**src/core/tbc_pkg.sv**
```systemverilog
// Constants and types for the third timer with baud, clock-out and interrupt enable
package tbc_pkg;

  // ----------------------------------------
  // Register indexes (byte offset is four times the index)
  // ----------------------------------------
  localparam logic [2:0] IDX_MAIN_CTRL = 3'h0;
  localparam logic [2:0] IDX_MODE_CTRL = 3'h1;
  localparam logic [2:0] IDX_COUNT_LOW = 3'h2;
  localparam logic [2:0] IDX_COUNT_HIGH = 3'h3;
  localparam logic [2:0] IDX_RELOAD_LOW = 3'h4;
  localparam logic [2:0] IDX_RELOAD_HIGH = 3'h5;
  localparam logic [2:0] IDX_IRQ_ENABLE = 3'h6;
  localparam logic [2:0] IDX_PIN_CTRL = 3'h7;

  // ----------------------------------------
  // Field positions and masks
  // ----------------------------------------
  localparam int BIT_CLK_OE = 1;
  localparam int BIT_GLOBAL_EN = 7;
  localparam int BIT_PIN_LATCH = 0;
  localparam int BIT_PIN_LEVEL = 1;
  localparam int SRC_TIMER2 = 5;
  localparam int NUM_SRC = 6;
  localparam logic [7:0] MODE_WR_MASK = 8'h03;
  localparam logic [7:0] IE_WR_MASK = 8'hBF;
  localparam logic [7:0] PIN_WR_MASK = 8'h01;

  // ----------------------------------------
  // Reset values
  // ----------------------------------------
  localparam logic [7:0] RST_BYTE = 8'h00;
  localparam logic [7:0] RST_PIN_CTRL = 8'h01;
  localparam logic [15:0] RST_WORD = 16'h0000;

  // ----------------------------------------
  // Oscillator periods per tick, count limits and bus codes
  // ----------------------------------------
  localparam logic [3:0] OSC_PER_MACHINE = 4'hC;
  localparam logic [3:0] OSC_PER_STATE = 4'h2;
  localparam logic [3:0] BAUD_DIV_LAST = 4'hF;
  localparam logic [15:0] COUNT_MAX = 16'hFFFF;
  localparam logic [1:0] HTRANS_NONSEQ = 2'h2;
  localparam logic [2:0] HSIZE_WORD = 3'h2;

  // Main control byte, bit 7 first
  typedef struct packed {
    logic ovf;
    logic ext_flag;
    logic rx_sel;
    logic tx_sel;
    logic edge_en;
    logic run;
    logic ct_sel;
    logic cap_sel;
  } tbc_ctrl_type;

  // Captured bus address phase
  typedef struct packed {
    logic act;
    logic wr;
    logic [2:0] idx;
  } tbc_aph_type;

endpackage

```
**src/core/tbc_timer2.sv**
```systemverilog
// Third timer: baud generator, clock-out, capture/reload and interrupt enables
// Function
// - Either baud select bit puts the timer in baud generator mode.
// - Baud mode high-byte rollover reloads the full counter from the reload bytes.
// - Serial bit rate is overflow rate divided by sixteen.
// - Baud mode counts every state time; plain timer counts every machine cycle.
// - Baud bit rate equals oscillator over 32 times (65536 minus reload).
// - Baud mode rollover sets no overflow flag and raises no interrupt.
// - Baud mode edge input sets edge flag but never reloads.
// - Clock-out pin carries square wave at oscillator over 4(65536 minus reload).
// - Clock-out pin also serves as general I/O and count input.
// - Clock-out mode rollovers raise no interrupt.
// - Baud and clock-out may run together from shared reload bytes.
// - Timer interrupt request is overflow flag OR edge flag.
// - Hardware never clears the two flags; software clears them.
// - Overflow flag set in the overflow cycle and seen at once.
// - Six interrupt sources, each with its own enable bit.
// - Global enable low blocks all; high defers to individual enables.
// - Enable register layout fixed, bit six reserved, zero disables.
// - Baud select forces auto-reload, ignoring capture select.
// - Counter select high counts falling edges of the count input.
`timescale 1ns/10ps
module tbc_timer2 (
  input wire logic core_clk_i,
  input wire logic rst_n_i,
  input wire logic hsel_i,
  input wire logic [31:0] haddr_i,
  input wire logic [1:0] htrans_i,
  input wire logic hwrite_i,
  input wire logic [2:0] hsize_i,
  input wire logic [31:0] hwdata_i,
  input wire logic hready_i,
  output logic [31:0] hrdata_o,
  output logic hreadyout_o,
  output logic hresp_o,
  input wire logic edge_input_pin_i,
  input wire logic clock_out_pin_i,
  output logic clock_out_pin_o,
  output logic clock_out_pin_oe_o,
  input wire logic ext0_req_i,
  input wire logic timer0_req_i,
  input wire logic ext1_req_i,
  input wire logic timer1_req_i,
  input wire logic serial_req_i,
  output logic [5:0] irq_req_o,
  output logic rx_bit_tick_o,
  output logic tx_bit_tick_o
);

  // ----------------------------------------
  // Declarations
  // ----------------------------------------
  tbc_pkg::tbc_ctrl_type ctrl_r;
  tbc_pkg::tbc_ctrl_type ctrl_nxt;
  tbc_pkg::tbc_aph_type aph_r;
  logic [7:0] mode_r;
  logic [7:0] ie_r;
  logic [7:0] pin_r;
  logic [15:0] count_r;
  logic [15:0] reload_r;
  logic [3:0] baud_div_r;
  logic clk_wave_r;
  logic state_tick;
  logic mach_tick;
  logic cnt_fall;
  logic edge_fall;
  logic baud_mode;
  logic clkout_mode;
  logic inc;
  logic ovf;
  logic edge_ev;
  logic auto_rl;
  logic reload_now;
  logic capture_now;
  logic wr_en;
  logic [7:0] wdata;
  logic [5:0] src;
  // Register read mux
  function automatic logic [7:0] read_reg(input logic [2:0] idx);
    logic [7:0] v;
    v = 8'h00;
    case (idx)
      tbc_pkg::IDX_MAIN_CTRL: v = ctrl_r;
      tbc_pkg::IDX_MODE_CTRL: v = mode_r;
      tbc_pkg::IDX_COUNT_LOW: v = count_r[7:0];
      tbc_pkg::IDX_COUNT_HIGH: v = count_r[15:8];
      tbc_pkg::IDX_RELOAD_LOW: v = reload_r[7:0];
      tbc_pkg::IDX_RELOAD_HIGH: v = reload_r[15:8];
      tbc_pkg::IDX_IRQ_ENABLE: v = ie_r;
      tbc_pkg::IDX_PIN_CTRL: v = {6'h00, clock_out_pin_i, pin_r[tbc_pkg::BIT_PIN_LATCH]};
      default: v = 8'h00;
    endcase
    return v;
  endfunction
  // Software write strobe for one register
  function automatic logic wr_hit(input logic [2:0] idx);
    return wr_en & (aph_r.idx == idx);
  endfunction
  // ----------------------------------------
  // Timing sources
  // ----------------------------------------
  tbc_prescale u_prescale (
    .core_clk_i(core_clk_i),
    .rst_n_i(rst_n_i),
    .state_tick_o(state_tick),
    .mach_tick_o(mach_tick)
  );
  // External count input shares the clock-out pin
  tbc_fall_detect u_count_edge (
    .core_clk_i(core_clk_i),
    .rst_n_i(rst_n_i),
    .sample_i(mach_tick),
    .pin_i(clock_out_pin_i),
    .fall_o(cnt_fall)
  );
  tbc_fall_detect u_ext_edge (
    .core_clk_i(core_clk_i),
    .rst_n_i(rst_n_i),
    .sample_i(mach_tick),
    .pin_i(edge_input_pin_i),
    .fall_o(edge_fall)
  );
  // ----------------------------------------
  // AHB-Lite slave
  // ----------------------------------------
  // Address phase capture; reads take one wait state
  always_ff @(posedge core_clk_i)
  begin
    if (!rst_n_i)
    begin
      aph_r <= '0;
      hreadyout_o <= 1'b1;
      hrdata_o <= 32'h0000_0000;
      hresp_o <= 1'b0;
    end
    else
    begin
      if (hready_i)
      begin
        aph_r.act <= hsel_i & (htrans_i == tbc_pkg::HTRANS_NONSEQ) & (hsize_i == tbc_pkg::HSIZE_WORD)
          & (haddr_i[31:5] == 27'h0) & (haddr_i[1:0] == 2'h0);
        aph_r.wr <= hwrite_i;
        aph_r.idx <= haddr_i[4:2];
        hreadyout_o <= ~(hsel_i & (htrans_i == tbc_pkg::HTRANS_NONSEQ) & ~hwrite_i);
      end
      else
      begin
        hreadyout_o <= 1'b1;
        hrdata_o <= aph_r.act ? {24'h000000, read_reg(aph_r.idx)} : 32'h0000_0000;
      end
    end
  end

  assign wr_en = aph_r.act & aph_r.wr & hreadyout_o;
  assign wdata = hwdata_i[7:0];
  // ----------------------------------------
  // Mode decode and count enable
  // ----------------------------------------
  assign baud_mode = ctrl_r.rx_sel | ctrl_r.tx_sel;
  assign clkout_mode = mode_r[tbc_pkg::BIT_CLK_OE] & ~ctrl_r.ct_sel;
  // Fast state-time rate in baud or clock-out mode
  assign inc = ctrl_r.run & (ctrl_r.ct_sel ? cnt_fall
    : ((baud_mode | clkout_mode) ? state_tick : mach_tick));
  assign ovf = inc & (count_r == tbc_pkg::COUNT_MAX);
  assign edge_ev = edge_fall & ctrl_r.edge_en;
  assign auto_rl = baud_mode | ~ctrl_r.cap_sel;
  // Edge reload only outside baud mode
  assign reload_now = (ovf & auto_rl) | (edge_ev & ~baud_mode & ~ctrl_r.cap_sel);
  assign capture_now = edge_ev & ctrl_r.cap_sel & ~baud_mode;
  // ----------------------------------------
  // Counter
  // ----------------------------------------
  // Software byte write wins over counting
  always_ff @(posedge core_clk_i)
  begin
    if (!rst_n_i)
    begin
      count_r <= tbc_pkg::RST_WORD;
    end
    else if (wr_hit(tbc_pkg::IDX_COUNT_LOW))
    begin
      count_r[7:0] <= wdata;
    end
    else if (wr_hit(tbc_pkg::IDX_COUNT_HIGH))
    begin
      count_r[15:8] <= wdata;
    end
    else if (reload_now)
    begin
      count_r <= reload_r;
    end
    else if (inc)
    begin
      count_r <= count_r + 16'h0001;
    end
  end
  // Reload bytes, loaded by capture outside baud mode
  always_ff @(posedge core_clk_i)
  begin
    if (!rst_n_i)
    begin
      reload_r <= tbc_pkg::RST_WORD;
    end
    else if (wr_hit(tbc_pkg::IDX_RELOAD_LOW))
    begin
      reload_r[7:0] <= wdata;
    end
    else if (wr_hit(tbc_pkg::IDX_RELOAD_HIGH))
    begin
      reload_r[15:8] <= wdata;
    end
    else if (capture_now)
    begin
      reload_r <= count_r;
    end
  end

  // ----------------------------------------
  // Control byte and flags
  // ----------------------------------------
  // Hardware set wins over software clear
  always_comb
  begin
    ctrl_nxt = wr_hit(tbc_pkg::IDX_MAIN_CTRL) ? wdata : ctrl_r;
    if (ovf & ~baud_mode & ~clkout_mode)
    begin
      ctrl_nxt.ovf = 1'b1;
    end
    if (edge_ev)
    begin
      ctrl_nxt.ext_flag = 1'b1;
    end
  end
  always_ff @(posedge core_clk_i)
  begin
    if (!rst_n_i)
    begin
      ctrl_r <= tbc_pkg::RST_BYTE;
      mode_r <= tbc_pkg::RST_BYTE;
      ie_r <= tbc_pkg::RST_BYTE;
      pin_r <= tbc_pkg::RST_PIN_CTRL;
    end
    else
    begin
      ctrl_r <= ctrl_nxt;
      if (wr_hit(tbc_pkg::IDX_MODE_CTRL))
      begin
        mode_r <= wdata & tbc_pkg::MODE_WR_MASK;
      end
      if (wr_hit(tbc_pkg::IDX_IRQ_ENABLE))
      begin
        ie_r <= wdata & tbc_pkg::IE_WR_MASK;
      end
      if (wr_hit(tbc_pkg::IDX_PIN_CTRL))
      begin
        pin_r <= wdata & tbc_pkg::PIN_WR_MASK;
      end
    end
  end

  // ----------------------------------------
  // Baud bit ticks
  // ----------------------------------------
  // Sixteen overflows per serial bit
  always_ff @(posedge core_clk_i)
  begin
    if (!rst_n_i)
    begin
      baud_div_r <= 4'h0;
      rx_bit_tick_o <= 1'b0;
      tx_bit_tick_o <= 1'b0;
    end
    else
    begin
      if (ovf & baud_mode)
      begin
        baud_div_r <= baud_div_r + 4'h1;
      end
      rx_bit_tick_o <= ovf & (baud_div_r == tbc_pkg::BAUD_DIV_LAST) & ctrl_r.rx_sel;
      tx_bit_tick_o <= ovf & (baud_div_r == tbc_pkg::BAUD_DIV_LAST) & ctrl_r.tx_sel;
    end
  end

  // ----------------------------------------
  // Clock-out pin
  // ----------------------------------------
  // Wave toggles on each overflow; else quasi I/O latch
  always_ff @(posedge core_clk_i)
  begin
    if (!rst_n_i)
    begin
      clk_wave_r <= 1'b1;
      clock_out_pin_o <= 1'b1;
      clock_out_pin_oe_o <= 1'b0;
    end
    else
    begin
      if (ovf & clkout_mode)
      begin
        clk_wave_r <= ~clk_wave_r;
      end
      clock_out_pin_o <= clkout_mode ? clk_wave_r : pin_r[tbc_pkg::BIT_PIN_LATCH];
      clock_out_pin_oe_o <= clkout_mode | ~pin_r[tbc_pkg::BIT_PIN_LATCH];
    end
  end

  // ----------------------------------------
  // Interrupt enables
  // ----------------------------------------
  // Timer request from flags as they are set
  assign src = {ctrl_nxt.ovf | ctrl_nxt.ext_flag, serial_req_i, timer1_req_i,
    ext1_req_i, timer0_req_i, ext0_req_i};
  // Per-source gating by global and own enable
  generate
    for (genvar g = 0; g < tbc_pkg::NUM_SRC; g++)
    begin : g_src
      always_ff @(posedge core_clk_i)
      begin
        if (!rst_n_i)
        begin
          irq_req_o[g] <= 1'b0;
        end
        else
        begin
          irq_req_o[g] <= ie_r[tbc_pkg::BIT_GLOBAL_EN] & ie_r[g] & src[g];
        end
      end
    end
  endgenerate
endmodule // tbc_timer2

```
**src/core/tbc_prescale.sv**
```systemverilog
// Oscillator prescaler giving state-time and machine-cycle ticks
`timescale 1ns/10ps
module tbc_prescale (
  input wire logic core_clk_i,
  input wire logic rst_n_i,
  output logic state_tick_o,
  output logic mach_tick_o
);
  logic [3:0] div_r;

  // ----------------------------------------
  // Divider and tick pulses
  // ----------------------------------------
  always_ff @(posedge core_clk_i)
  begin
    if (!rst_n_i)
    begin
      div_r <= 4'h0;
      state_tick_o <= 1'b0;
      mach_tick_o <= 1'b0;
    end
    else
    begin
      div_r <= (div_r == tbc_pkg::OSC_PER_MACHINE - 4'h1) ? 4'h0 : div_r + 4'h1;
      state_tick_o <= (div_r % tbc_pkg::OSC_PER_STATE) == 4'h1;
      mach_tick_o <= div_r == tbc_pkg::OSC_PER_MACHINE - 4'h1;
    end
  end
endmodule // tbc_prescale

```
**src/core/tbc_fall_detect.sv**
```systemverilog
// Falling-edge detector sampling a pin once per machine cycle
`timescale 1ns/10ps
module tbc_fall_detect (
  input wire logic core_clk_i,
  input wire logic rst_n_i,
  input wire logic sample_i,
  input wire logic pin_i,
  output logic fall_o
);
  logic last_r;

  // ----------------------------------------
  // High in one sample, low in the next
  // ----------------------------------------
  always_ff @(posedge core_clk_i)
  begin
    if (!rst_n_i)
    begin
      last_r <= 1'b1;
      fall_o <= 1'b0;
    end
    else
    begin
      fall_o <= sample_i & last_r & ~pin_i;
      if (sample_i)
      begin
        last_r <= pin_i;
      end
    end
  end
endmodule // tbc_fall_detect

```
**config.mk**
```make
export PLATFORM = sky130hd
export DESIGN_NAME = tbc_timer2
export DESIGN_NICKNAME = d
export VERILOG_FILES = /design/src/core/tbc_pkg.sv /design/src/core/tbc_timer2.sv /design/src/core/tbc_prescale.sv /design/src/core/tbc_fall_detect.sv
export SDC_FILE = /design/constraint.sdc
export NUM_CORES = 1
export LEC_CHECK = 0
export BUFFER_PORTS_ARGS = -buffer_cell sky130_fd_sc_hd__buf_2
export CORE_MARGIN = 5
export CORE_UTILIZATION = 35
export CTS_BUF_LIST = sky130_fd_sc_hd__clkbuf_16
export CTS_CLUSTER_DIAMETER = 50
export DETAILED_ROUTE_END_ITERATION = 16
export HOLD_SLACK_MARGIN = 0.15
export PLACE_DENSITY = 0.65
export SYNTH_ARGS = -nofsm -noshare
export SYNTH_HDL_FRONTEND = slang
export SYNTH_SLANG_ARGS = --single-unit
```
**constraint.sdc**
```tcl
create_clock -name core_clk_i -period 6.56 [get_ports core_clk_i]
set_input_delay 0.656 -clock core_clk_i [delete_from_list [all_inputs] [get_ports core_clk_i]]
set_output_delay 0.656 -clock core_clk_i [all_outputs]
set_load 0.005 [all_outputs]
```
-- Word level (Yosys, flattened, before mapping)
Cells that the tools add are included.
Widths: inputs -> output; s select.
- input port bits: 81
- bits in read-only memories: 0
- memories: 0
- latch bits: 0
- register bits: 113
- memory bits (writable): 0
- logic and storage cells: 152
- div/mod/pow operators: 0
- $add $sub $neg: 3
- multiply operators: 0
- equal/unequal tests: 14
- shifts and indexed selects: 0
- multiplexer cells: 17
- bitwise gates (word level): 66
- magnitude comparators: 0
- reductions and logical operators: 13
- operators with widths (cell ; number):
    $mux 8 ; 8
    $pmux 8 s8 ; 1
    $mux 16 ; 3
    $and 1x1->1 ; 47
    $logic_not 27->1 ; 1
    $add 16x1->16 const B ; 1
    $eq 16x16->1 const B ; 1
    $not 1->1 ; 13
    $eq 3x3->1 const B ; 4
    $reduce_and 2->1 ; 5
    $eq 3x2->1 const B ; 3
    $add 4x1->4 const B ; 2
    $eq 4x4->1 const B ; 2
    $or 1x1->1 ; 6
    $reduce_bool 3->1 ; 2
    $mux 1 ; 5
    $ne 2x2->1 const B ; 2
    $reduce_bool 2->1 ; 2
    $eq 3x1->1 const B ; 1
    $logic_not 3->1 ; 1
    $eq 2x2->1 const B ; 1
    $logic_not 2->1 ; 1
    $reduce_or 2->1 ; 1

-- Longest topological paths before layout
- word-level depth: 12
- gate-level depth with buffers: 10
- depth with buffers taken out: 7

-- Modules after synthesis
From an unflattened synthesis, not the netlist that was laid out.
- cell total of the unflattened synthesis: 553
- area total of the unflattened synthesis: 4805.9 µm²
- modules (own cells, without submodules) (module ; times used ; cells an instance ; area an instance (µm²)):
    tbc_timer2 ; 1 ; 522 ; 4458.0
    tbc_prescale ; 1 ; 21 ; 220.2
    tbc_fall_detect ; 2 ; 5 ; 63.8

-- Worst setup path before layout
Ideal clock, no wire load.
- path type: reg2reg
- from: register count_r[0]
- to: register count_r[12]
- library setup time: 131 ps
- setup slack: 4493 ps
- buffers on the path: 3
- data required time: 6429 ps
- arrival time: 1936 ps
- cell stages (with the launch flop): 11
- clock period less this slack: 2067 ps
- cells stage by stage: dfxtp_1 > ha_1 > and4_1 > clkbuf_1 > and2_1 > nand4b_4 > and2_1 > buf_6 > buf_8 > mux2i_1 > o22ai_1
- cells in the longest elaborated chain, start to end: 6
- elaborated cells between the ends (all ways): 10
- classes of those cells: 1 x add/sub; 1 x eq/ne; 3 x mux; 3 x bitwise; 2 x reduce/logical
- ends and longest elaborated chain (element ; line ; RTL):
    from (decl) ; tbc_timer2.sv:59 ; logic [15:0] count_r;
    from (signal assigned) ; tbc_timer2.sv:178 ; count_r <= tbc_pkg::RST_WORD;
    from (signal assigned) ; tbc_timer2.sv:182 ; count_r[7:0] <= wdata;
    from (signal assigned) ; tbc_timer2.sv:190 ; count_r <= reload_r;
    branches (longest 6 deep; another with $add 16x1->16) ; -- ;
Parallel ways; which one is timed is not known. The select of a mux whose other input is x is not followed.
A chain may end at the register's enable or synchronous reset.

-- Worst setup path after layout
- from: register aph_r[2] (netlist bit)
- to: register reload_r[6]
- cells in the longest elaborated chain, start to end: 4
- elaborated cells between the ends (all ways): 8
- classes of those cells: 3 x eq/ne; 1 x mux; 2 x bitwise; 2 x reduce/logical
- ends and longest elaborated chain (element ; line ; RTL):
    from (decl) ; tbc_timer2.sv:55 ; tbc_pkg::tbc_aph_type aph_r;
    $eq 3x3->1 ; tbc_timer2.sv:97 ; return wr_en & (aph_r.idx == idx);
    $and 1x1->1 ; tbc_timer2.sv:97 ;
    $ne 2x2->1 (no line) / $reduce_bool 2->1 (equally long branches) ; -- ;
    $reduce_and 2->1 (no line) ; -- ;
    to (signal assigned) ; tbc_timer2.sv:202 ; reload_r <= tbc_pkg::RST_WORD;
    to (signal assigned) ; tbc_timer2.sv:206 ; reload_r[7:0] <= wdata;
    to (signal assigned) ; tbc_timer2.sv:214 ; reload_r <= count_r;
    to (decl) ; tbc_timer2.sv:60 ; logic [15:0] reload_r;
Parallel ways exist; a longest one is shown, timed or not.

==> summary.md <==
| Metric | Value |
|---|---|
| Status | `finished clean` |
| First-pass GRT wire length | `22300 um` |
| Cts repair resizes | `0` |
| Total GRT Usage | `17.9%` |
| 1st-pass router iterations | `5` |
| Vias/cell | `5.42` |
| Final Hold Fails | `0` |
| # rows | `42` |
| Final ANT Viol Nets | `0` |
| RSZ-0062 raised after global routing | `false` |
| Critical path type | `register to register` |
| Min-Delay Path Class | `register to register` |
| Crit path capture type | `register` |
| Clock sink count | `89` |
| CTS tree | `built` |
| Yosys warns | `0` |
| Post-layout nets | `677` |
| Most used DFF post-synth | `dfxtp_1` |
| Fin Clk Skew | `10.6 ps` |
| Register bit total from synthesis | `89` |
| Post CTS Setup Buffer Count | `0` |
| Most frequent cells in the layout | `89 x dfxtp_1, 78 x nor2_1, 75 x buf_2, 52 x mux2i_1, 30 x nand2_1` |
| Antenna violations before repair | `0` |
| H-tree levels | `3` |
| Clk root buf | `clkbuf_16` |
| Via Count | `4189` |
| Sequential share of the synthesized area | `38.3%` |
| Number of synthesized flops with an enable pin | `0` |
| Slew @ Worst Pin | `1240 ps` |
| Avg Inst Size Synth | `8.69 um2` |
| Ys async rst share | `0%` |
| Final setup violation count | `0` |
| Hold Slack | `460 ps` |
| Worst Setup Start Kind | `register` |
| Reg clk slew, reported paths | `70 ps` |
| Total CTS buffers | `9` |
| Max-cap violations | `0` |
| Leakage | `2.16 nW` |
| PwrDens | `213 mW/mm2` |
| DRC Markers | `0` |
| Critical path peak fanout | `21` |
| Worst-case clock buffer depth | `2` |
| Die ar. | `0.0157 mm2` |
| RD Place Congestion | `0.975` |
| Unique masters post-synth | `60` |
| Period utilization | `52.5%` |
| CP Data Required Time | `6820 ps` |
| Largest net degree at the start of global routing | `58` |
| Setup TNS | `0 ps` |
| Core Box Area | `0.0131 mm2` |
| Arrival @ worst endpoint | `3700 ps` |
| Hold bufs inserted after CTS | `0` |
| Hpwl dp | `10200 um` |
| FMAX | `0.291 GHz` |
| Min cycle time layout | `3440 ps` |
| Yosys top cell area share | `38.3%` |
| Pre-CTS setup slack | `3190 ps` |
| Die span in x | `125 um` |
| IO Port Bufs | `75` |
| Synth-to-layout area growth | `14.3%` |
| VDD IR max | `0.000148 V` |
| 1st-iter DRT viols | `347` |
| Share of layout cells above drive strength 1 | `17.3%` |
| Die Y | `125 um` |
| DRT Wirelength | `14100 um` |
| Cells after synthesis | `536` |
| Slew Limit Fails | `0` |
| Max-slew headroom | `17.2%` |
| Io pins | `125` |
| Commonest non-fill, non-tap cell in the layout | `dfxtp_1` |
| Ant. Diodes | `0` |
| Worst-skew pair later-pin latency | `350 ps` |
| Wire per inst | `18.2 um` |
| Synth area leader | `dfxtp_1` |
| Grt ovf | `0` |
| Initial Util | `35.4%` |
| Vias in the first global route | `4228` |
| Post-Syn Area | `0.00466 mm2` |
| Synth top area cells | `dfxtp_1 38%, mux2i_1 11%, nor2_1 6.3%` |
| Worst setup margin | `3120 ps` |
[power breakdown]
group	leakage, nW	switching, mW	internal [mW]
combinational	1.30	0.0400	0.0236
sequential	0.718	0.00897	0.543
clock	0.147	0.224	0.295
total	2.16	0.273	0.862
[cell usage after synthesis, types with 6 or more instances]
cell type  number
a211oi_1       20
nor4_1          7
dfxtp_1        89
o221ai_1        6
nor2_1         78
nand3_1        12
a22oi_1         6
nand2_1        30
o21ai_0        20
a221oi_1        6
clkbuf_1       20
inv_1           7
xnor2_1        11
buf_4          25
mux2i_1        52
or3_1           6
a32oi_1         6
nand4_1         8
and3_1         11
a21oi_1        27
xor2_1          6
and2_1          8
nor3_1          7
[through the flow]
stage | instance area (um2) | util (%) | std cells | power [mW]
final | 5320 | 40.5 | 773 | 1.14
after global routing | 5320 | 40.5 | 773 | 1.19
after CTS | 5320 | 40.5 | 773 | 1.15
after detailed placement | 5030 | 38.3 | 758 | 0.626
after global placement | 5030 | 38.3 | 758 | 0.624
after floorplan | 4750 | - | 560 | 0.603
[worst max-delay path: stages, from the launching register on]
cell and delay [ps]:
dfxtp_1 860, nand4_1 380, or3_1 690, a21oi_1 1040, nor2_1 90, a211oi_1 260
[metal layers]
layer | GRT usage (%) | up-vias | share of wire [%]
li1 | - | 2013 | -
met1 | 22.1 | 1973 | 42
met2 | 28.1 | 177 | 47
met3 | 7.29 | 26 | 9.2
met4 | 6.38 | 0 | 2.3
met5 | 0 | - | 0
[layout make-up]
type | instances | area (um2)
clock buffers | 9 | 225
clock inverters | 6 | 68.8
fillers | 1319 | 7810
inverters | 7 | 26.3
multi-input cells | 410 | 2620
flip-flops and latches | 89 | 1780
well taps | 176 | 220
repair buffers | 76 | 383
[kinds of logic after synthesis]
group	share of synthesized area (%)
simple gates	21.3
compound gates	17.1
flops	38.3
buf+inv	7.44
mux	11.9
xor+xnor	3.20
fa+ha+maj	0.806
other cells	0.0805
[state kept, by name, indices dropped and copies added (netlist names), 2 cells and up]
name / flops
mode_r: 2
reload_r: 16
u_prescale.div_r: 4
aph_r: 5
ctrl_r: 8
count_r: 16
irq_req_o: 6
hrdata_o: 8
baud_div_r: 4
ie_r: 7
[path summary, 6_finish.rpt]
kind | slack, ps | start | cells past startpoint | to
hold reg to reg | 460 | hrdata_o[0]$_SDFFE_PN0N_ | 2 | hrdata_o[0]$_SDFFE_PN0N_
setup reg to reg | 3120 | aph_r[2]$_SDFFE_PN0P_ | 5 | reload_r[6]$_SDFFE_PN0P_
setup / recovery | 3120 | aph_r[2]$_SDFFE_PN0P_ | 5 | reload_r[6]$_SDFFE_PN0P_
hold / removal | 460 | hrdata_o[0]$_SDFFE_PN0N_ | 2 | hrdata_o[0]$_SDFFE_PN0N_
(Power assumes the default switching activity.)
